==> config.mk <==
export PLATFORM = sky130hd
export DESIGN_NAME = mads_step_bank
export DESIGN_NICKNAME = d
export VERILOG_FILES = /design/src/include/mads_pkg.sv /design/src/hw/mads_step_decode.sv /design/src/hw/mads_step_bank.sv
export SDC_FILE = /design/constraint.sdc
export NUM_CORES = 1
export LEC_CHECK = 0
export ABC_AREA = 1
export BUFFER_PORTS_ARGS = -buffer_cell sky130_fd_sc_hd__buf_4
export CAP_MARGIN = 10
export CORE_UTILIZATION = 48
export DETAILED_ROUTE_END_ITERATION = 16
export HOLD_SLACK_MARGIN = 0.15
export PLACE_DENSITY = 0.78
export SLEW_MARGIN = 20
export SYNTH_ARGS = -nofsm -noshare
export SYNTH_HDL_FRONTEND = slang
export SYNTH_SLANG_ARGS = --single-unit
export TNS_END_PERCENT = 5
==> constraint.sdc <==
create_clock -name clock -period 1.4 [get_ports clock]
set_clock_uncertainty 0.05 [all_clocks]
set_input_delay 0.07 -clock clock [delete_from_list [all_inputs] [get_ports clock]]
set_output_delay 0.07 -clock clock [all_outputs]
set_load 0.02 [all_outputs]
==> src/include/mads_pkg.sv <==
// Purpose: constants and types for the sequencer step configuration bank
// Assumes: apb slave with 32-bit data; printed offsets are word indices
// Notes: byte address of a register is four times its index
//
// Overview of operation
// - bit 15 enables the step, resets off
// - gain bits 14:13: 1, 2, 4, 4
// - bits 12:5 read zero, writes ignored
// - bit 4: negative input ground or channel seven
// - codes 0..7 pick external channels zero-seven
// - codes 8..15 pick the internal sources
// - internal source selects negative input automatically
package mads_pkg;
  // ==========================================================
  // register indices (byte address = index * 4)
  localparam logic [7:0] STEP_ONE_INDEX = 8'h91;
  localparam logic [7:0] STEP_TWO_INDEX = 8'h92;
  localparam logic [7:0] SEQ_CONTROL_INDEX = 8'ha0;
  localparam logic [7:0] SEQ_STATUS_INDEX = 8'ha1;
  // ==========================================================
  // reset values and writable bits
  localparam logic [15:0] STEP_ONE_RESET = 16'h0001;
  localparam logic [15:0] STEP_TWO_RESET = 16'h0002;
  localparam logic [15:0] STEP_WRITE_MASK = 16'he01f;
  localparam logic CONTROL_RESET = 1'b0;
  // ==========================================================
  // field positions
  localparam int unsigned ENABLE_BIT = 15;
  localparam int unsigned GAIN_MSB = 14;
  localparam int unsigned GAIN_LSB = 13;
  localparam int unsigned NEG_BIT = 4;
  localparam int unsigned POS_MSB = 3;
  localparam int unsigned POS_LSB = 0;
  localparam int unsigned INTERNAL_BIT = 3;
  localparam int unsigned RUN_BIT = 0;
  // ==========================================================
  // gain codes and factors
  localparam logic [1:0] GAIN_CODE_X1 = 2'h0;
  localparam logic [1:0] GAIN_CODE_X2 = 2'h1;
  localparam logic [2:0] GAIN_FACTOR_X1 = 3'h1;
  localparam logic [2:0] GAIN_FACTOR_X2 = 3'h2;
  localparam logic [2:0] GAIN_FACTOR_X4 = 3'h4;
  // ==========================================================
  // sequencer states
  typedef enum logic [1:0] {
    MADS_IDLE = 2'b00,
    MADS_PICK = 2'b01,
    MADS_CONV = 2'b10
  } mads_state_t;
endpackage

==> src/hw/mads_step_decode.sv <==
// Purpose: decode one step configuration word into converter settings
// Assumes: purely combinational
// Notes: internal sources force the negative input to automatic
`timescale 1ns/1ps
module mads_step_decode (
  // configuration word
  input wire logic [15:0] cfg,
  // decoded settings
  output logic enable,
  output logic [2:0] gain_factor,
  output logic [3:0] pos_select,
  output logic neg_auto,
  output logic neg_channel_seven
);
  logic [1:0] gain_code;

  assign enable = cfg[mads_pkg::ENABLE_BIT];
  assign gain_code = cfg[mads_pkg::GAIN_MSB:mads_pkg::GAIN_LSB];
  // both upper codes mean gain 4
  assign gain_factor = (gain_code == mads_pkg::GAIN_CODE_X1) ?
    mads_pkg::GAIN_FACTOR_X1 : (gain_code == mads_pkg::GAIN_CODE_X2) ?
    mads_pkg::GAIN_FACTOR_X2 : mads_pkg::GAIN_FACTOR_X4;
  assign pos_select = cfg[mads_pkg::POS_MSB:mads_pkg::POS_LSB];
  assign neg_auto = cfg[mads_pkg::INTERNAL_BIT];
  // select bit is ignored for internal sources
  assign neg_channel_seven = cfg[mads_pkg::NEG_BIT] &
    ~cfg[mads_pkg::INTERNAL_BIT];
endmodule

==> src/hw/mads_step_bank.sv <==
// Purpose: apb register bank for sequencer steps one and two plus stepper
// Assumes: conv_done comes from the converter, synchronous to clock
// Notes: zero wait state; unmapped or misaligned access gives pslverr
`timescale 1ns/1ps
module mads_step_bank (
  // clock and reset
  input wire logic clock,
  input wire logic rst_b,
  // apb slave
  input wire logic psel,
  input wire logic penable,
  input wire logic pwrite,
  input wire logic [9:0] paddr,
  input wire logic [31:0] pwdata,
  output logic [31:0] prdata,
  output logic pready,
  output logic pslverr,
  // converter side
  input wire logic conv_done,
  output logic conv_start,
  output logic conv_step,
  output logic [2:0] conv_gain_factor,
  output logic [3:0] conv_pos_select,
  output logic conv_neg_auto,
  output logic conv_neg_channel_seven
);
  // ==========================================================
  // reset release
  logic rst_meta_b;
  logic reset_sync_b;

  always_ff @(posedge clock or negedge rst_b) begin
    if (!rst_b) begin
      rst_meta_b <= 1'b0;
      reset_sync_b <= 1'b0;
    end else begin
      rst_meta_b <= 1'b1;
      reset_sync_b <= rst_meta_b;
    end
  end

  // ==========================================================
  // register file
  logic [15:0] step_cfg [2];
  logic [15:0] next_step_cfg [2];
  logic run;
  logic next_run;
  logic [31:0] next_prdata;
  logic setup;
  logic access;
  logic aligned;
  logic [7:0] index;
  logic mapped;
  mads_pkg::mads_state_t state;
  mads_pkg::mads_state_t next_state;
  logic step;
  logic next_step;

  assign setup = psel & ~penable;
  assign access = psel & penable;
  assign aligned = (paddr[1:0] == 2'h0);
  assign index = paddr[9:2];
  assign mapped = aligned & ((index == mads_pkg::STEP_ONE_INDEX) |
    (index == mads_pkg::STEP_TWO_INDEX) |
    (index == mads_pkg::SEQ_CONTROL_INDEX) |
    (index == mads_pkg::SEQ_STATUS_INDEX));
  assign pready = 1'b1;
  assign pslverr = access & ~mapped;

  always_comb begin
    next_step_cfg[0] = step_cfg[0];
    next_step_cfg[1] = step_cfg[1];
    next_run = run;
    next_prdata = prdata;
    if (access && pwrite && aligned) begin
      // reserved bits are masked off on write
      if (index == mads_pkg::STEP_ONE_INDEX) begin
        next_step_cfg[0] = pwdata[15:0] & mads_pkg::STEP_WRITE_MASK;
      end
      if (index == mads_pkg::STEP_TWO_INDEX) begin
        next_step_cfg[1] = pwdata[15:0] & mads_pkg::STEP_WRITE_MASK;
      end
      if (index == mads_pkg::SEQ_CONTROL_INDEX) begin
        next_run = pwdata[mads_pkg::RUN_BIT];
      end
    end
    // read data is fetched in the setup cycle
    if (setup) begin
      next_prdata = 32'h0000_0000;
      if (aligned && !pwrite) begin
        case (index)
          mads_pkg::STEP_ONE_INDEX: begin
            next_prdata = {16'h0000, step_cfg[0]};
          end
          mads_pkg::STEP_TWO_INDEX: begin
            next_prdata = {16'h0000, step_cfg[1]};
          end
          mads_pkg::SEQ_CONTROL_INDEX: begin
            next_prdata = {31'h0000_0000, run};
          end
          mads_pkg::SEQ_STATUS_INDEX: begin
            next_prdata = {29'h0000_0000, state == mads_pkg::MADS_CONV,
              step, state != mads_pkg::MADS_IDLE};
          end
          default: begin
            next_prdata = 32'h0000_0000;
          end
        endcase
      end
    end
  end

  always_ff @(posedge clock or negedge reset_sync_b) begin
    if (!reset_sync_b) begin
      step_cfg[0] <= mads_pkg::STEP_ONE_RESET;
      step_cfg[1] <= mads_pkg::STEP_TWO_RESET;
      run <= mads_pkg::CONTROL_RESET;
      prdata <= 32'h0000_0000;
    end else begin
      step_cfg[0] <= next_step_cfg[0];
      step_cfg[1] <= next_step_cfg[1];
      run <= next_run;
      prdata <= next_prdata;
    end
  end

  // ==========================================================
  // step decode
  logic dec_enable [2];
  logic [2:0] dec_gain [2];
  logic [3:0] dec_pos [2];
  logic dec_auto [2];
  logic dec_seven [2];

  for (genvar g = 0; g < 2; g++) begin : gen_decode
    mads_step_decode u_decode (
      .cfg(step_cfg[g]),
      .enable(dec_enable[g]),
      .gain_factor(dec_gain[g]),
      .pos_select(dec_pos[g]),
      .neg_auto(dec_auto[g]),
      .neg_channel_seven(dec_seven[g])
    );
  end

  // ==========================================================
  // sequencer
  logic next_start;
  logic [2:0] next_gain;
  logic [3:0] next_pos;
  logic next_auto;
  logic next_seven;

  always_comb begin
    next_state = state;
    next_step = step;
    next_start = 1'b0;
    next_gain = conv_gain_factor;
    next_pos = conv_pos_select;
    next_auto = conv_neg_auto;
    next_seven = conv_neg_channel_seven;
    case (state)
      mads_pkg::MADS_IDLE: begin
        if (run) begin
          next_state = mads_pkg::MADS_PICK;
          next_step = 1'b0;
        end
      end
      mads_pkg::MADS_PICK: begin
        if (!run) begin
          next_state = mads_pkg::MADS_IDLE;
        end else if (dec_enable[step]) begin
          // latch this step's settings for its conversion
          next_start = 1'b1;
          next_gain = dec_gain[step];
          next_pos = dec_pos[step];
          next_auto = dec_auto[step];
          next_seven = dec_seven[step];
          next_state = mads_pkg::MADS_CONV;
        end else begin
          next_step = step + 1'b1;
        end
      end
      mads_pkg::MADS_CONV: begin
        if (conv_done) begin
          next_step = step + 1'b1;
          next_state = run ? mads_pkg::MADS_PICK : mads_pkg::MADS_IDLE;
        end
      end
      default: begin
        next_state = mads_pkg::MADS_IDLE;
      end
    endcase
  end

  always_ff @(posedge clock or negedge reset_sync_b) begin
    if (!reset_sync_b) begin
      state <= mads_pkg::MADS_IDLE;
      step <= 1'b0;
      conv_start <= 1'b0;
      conv_gain_factor <= mads_pkg::GAIN_FACTOR_X1;
      conv_pos_select <= 4'h0;
      conv_neg_auto <= 1'b0;
      conv_neg_channel_seven <= 1'b0;
    end else begin
      state <= next_state;
      step <= next_step;
      conv_start <= next_start;
      conv_gain_factor <= next_gain;
      conv_pos_select <= next_pos;
      conv_neg_auto <= next_auto;
      conv_neg_channel_seven <= next_seven;
    end
  end

  assign conv_step = step;
endmodule

==> flow_metrics.env <==
export IMPL_synth_largest_area_cell="dfrtp_1"
export IMPL_avgSynthCellArea_sq_um=7.86
export IMPL_timing_hold_ws_ns=0.166
export IMPL_slowest_delay_ns=0.41
export IMPL_synthArstFlopShare_pct=100
export IMPL_area_growth_pct=32.1
export IMPL_drtIter0Drc=61
export IMPL_worstSetupPathDepth=9
export IMPL_seqCellArea_sq_um=981
export IMPL_synth_edf_count=0
export IMPL_cp_arrival_ns=1.54
export IMPL_synth_top_area_share_pct=41.2
export IMPL_final_core_util_pct=66.3
export IMPL_post_drt_via_cell_ratio=4.70
export IMPL_fill_cells=394
export IMPL_crit_type="flop to flop"
export IMPL_drc=0
export IMPL_setup_ws_ns=-0.00599
export IMPL_num_io_pins=93
export IMPL_synth_cells=278
export IMPL_cts_sinks=39
export IMPL_hold_violations=0
export IMPL_dr_total_vias=1908
export IMPL_syn_cell_area_sq_um=2180
export IMPL_grt_max_degree=38
export IMPL_synth_most_common_cell="nand2_1"
export IMPL_dp_cells=382
export IMPL_drive_gt1_share_pct=30.8
export IMPL_crit_end="state[0]$_DFFE_PN0P_"
export IMPL_power_w=0.00283
export IMPL_cts_max_level=2
export IMPL_core_sq_um=4350
export IMPL_violations="negative setup slack"
export IMPL_nets=405
export IMPL_multi_input_area_sq_um=988
export IMPL_start_kind="flop"
export IMPL_required_ns=1.53
export IMPL_clock_latency_ns=0.29
export IMPL_cellPowerDensity_nw_per_um2=980
export IMPL_ant_nets=0
export IMPL_fin_crit_ns=1.41
export IMPL_min_path_type="input port to flop"
export IMPL_gr_usage_all_layers_pct=21.3
export IMPL_die_area_sq_um=4820
export IMPL_fin_crit_sh_pct=100
export IMPL_clock_path_buffers=2
export IMPL_wl_per_cell_um=11.6
export IMPL_die_w_um=69.5
export IMPL_grt_setup_unrepaired="true"
export IMPL_cp_slowest_cell="dfrtp_1"
export IMPL_ys_flop_type="dfrtp_1"
export IMPL_setup_viol=1
export IMPL_crit_family="flip-flops"
export IMPL_fin_setup_tns_ns=-0.00599
export IMPL_overflow=0
export IMPL_endpoint_kind="flop"
export IMPL_initial_utilization_pct=50.2
export IMPL_row_count=24
export IMPL_drv_cap=0
export IMPL_yosys_warnings=0
export IMPL_port_buffers=43
export IMPL_cp_common_cell="inv_2"
export IMPL_timing_rr_end="state[0]$_DFFE_PN0P_"
export IMPL_die_h_um=69.5
export IMPL_synth_ff_latch_count=39
export IMPL_routed_wl_um=4720
export IMPL_antennaDiodeCount=0
export IMPL_crit_chain="inv_2 -> ha_4 -> inv_2 -> or2_4 -> nand2_2 -> o21bai_1 -> inv_1 -> nand2_1 -> o21ai_1"
export IMPL_peakVddDrop_mv=0.562
export IMPL_cp_startpoint="state[0]$_DFFE_PN0P_"
export IMPL_yosysSeqAreaShare_pct=44.8
export IMPL_cts_root_buffer="clkbuf_8"
export IMPL_cts_buffers=5
export IMPL_grt_pass1_vias=1814
export IMPL_synth_cell_types=26
export IMPL_power_leakage_nw=1.55
export IMPL_stdcell_count=406
export IMPL_fmax_ghz=0.711
export IMPL_reg2reg_slack_ns=-0.006
export IMPL_ff2ff_path_depth=9
export IMPL_synth_top_cells_by_area="dfrtp_1 (41%), nand2_1 (16%), buf_4 (9.3%), inv_1 (5.7%), dfstp_2 (3.6%)"
export IMPL_clk_pin_slew_ns=0.08
export IMPL_status="finished, violations left"
export IMPL_hpwl_um=3410
export IMPL_worstPathBufferInverterCount=3
export IMPL_drt_first_pass_iters=4
export IMPL_reg2reg_from="state[0]$_DFFE_PN0P_"
export IMPL_holdPathStages=6
export IMPL_place_congestion=0.816
export IMPL_cp_max_fo=3
export IMPL_finalMaxSlewViolations=0
export IMPL_antenna_found_initial=0
export IMPL_tritoncts="done"
export IMPL_synth_common_cells="nand2_1 (96), dfrtp_1 (36), inv_1 (33), buf_4 (27)"
export IMPL_grt_pass1_wl_um=8110
cell type report:
class                   instances  area share (%)
repair buffers                 73            20.5
inverters                      35            4.64
well taps                      52            2.25
repair inverters                1           0.260
clock buffers                   6            2.86
flip-flops and latches         39            34.0
multi-input cells             198            34.3
clock inverters                 2            1.21
tightest hold or removal path, stage by stage:
cell,delay (ns)
buf_4,0.08
nor2_1,0.05
nand2_1,0.11
nor2_4,0.07
nand2_1,0.06
nand2_1,0.04
kinds of logic (layout without fill, tap and decap cells):
family | count (synthesis) | in the layout | synth area share, %
buffers and inverters | 65 | 117 | 16.5
DFF | 39 | 39 | 44.8
other | 2 | 26 | 0.344
and+or+nand+nor | 132 | 132 | 25.9
adders and majority gates | 4 | 4 | 2.29
AOI/OAI and AO/OA | 36 | 36 | 10.1
worst min path at each step:
stage / from / to / slack, ns
6_report: penable / prdata[13]$_DFFE_PN0P_ / 0.17
5_1_grt: penable / prdata[15]$_DFFE_PN0P_ / 0.20
4_1_cts: penable / prdata[13]$_DFFE_PN0P_ / 0.16
3_5_place_dp: rst_b / reset_sync_b$_DFF_PN0_ / -0.20
3_3_place_gp: rst_b / reset_sync_b$_DFF_PN0_ / -0.20
2_1_floorplan: rst_b / reset_sync_b$_DFF_PN0_ / -0.28
state kept, by name (all words and copies together) (netlist names), 2 cells and up:
name	flops
conv_pos_select	4
conv_gain_factor	3
state	2
prdata	8
step_cfg	16
routing by layer:
layer  GRT usage [%]  vias up  wire length, um
met2            36.8       60             2400
met5               0        -                0
met4            7.71        0               97
li1                -      958                -
met3            4.51       10              208
met1            26.1      880             2010
per-stage QoR:
step | area [sq um] | worst slack [ns]
2_1_floorplan | 2290 | -0.00496
3_3_place_gp | 2570 | -0.0262
3_5_place_dp | 2570 | -0.103
4_1_cts | 2850 | -0.00679
5_1_grt | 2890 | -0.0637
6_report | 2890 | -0.00599
report_power, final:
group	internal [W]	switching (W)	total, W
Clock	0.000577	0.000401	0.000978
Combinational	0.000272	0.000395	0.000666
Sequential	0.00116	0.0000235	0.00118
Total	0.00201	0.000819	0.00283
layout by cell type (no fill, tap or decap), drive strengths merged:
cell type / instances
nand2: 97
buf: 62
dfrtp: 36
inv: 35
o21ai: 27
conb: 26
nor2: 17
nand3: 14
dlygate4sd3: 11
clkbuf: 6
a31oi: 4
ha: 4
o22ai: 3
dfstp: 3
or2: 3
nor3b: 1
o21bai: 1
a21oi: 1
clkinv: 1
bufinv: 1
clkinvlp: 1
what timing repair did:
action | CTS | global route
buffers inserted | 3 | 1
gates cloned | 1 | 0
pin swaps | 4 | 4
hold buffers | 11 | 0
hold endpoints to repair | 24 | 0
endpoints found under the setup margin | 11 | 13
gates resized for setup | 12 | 8
Power figures use the tool's default switching activity.
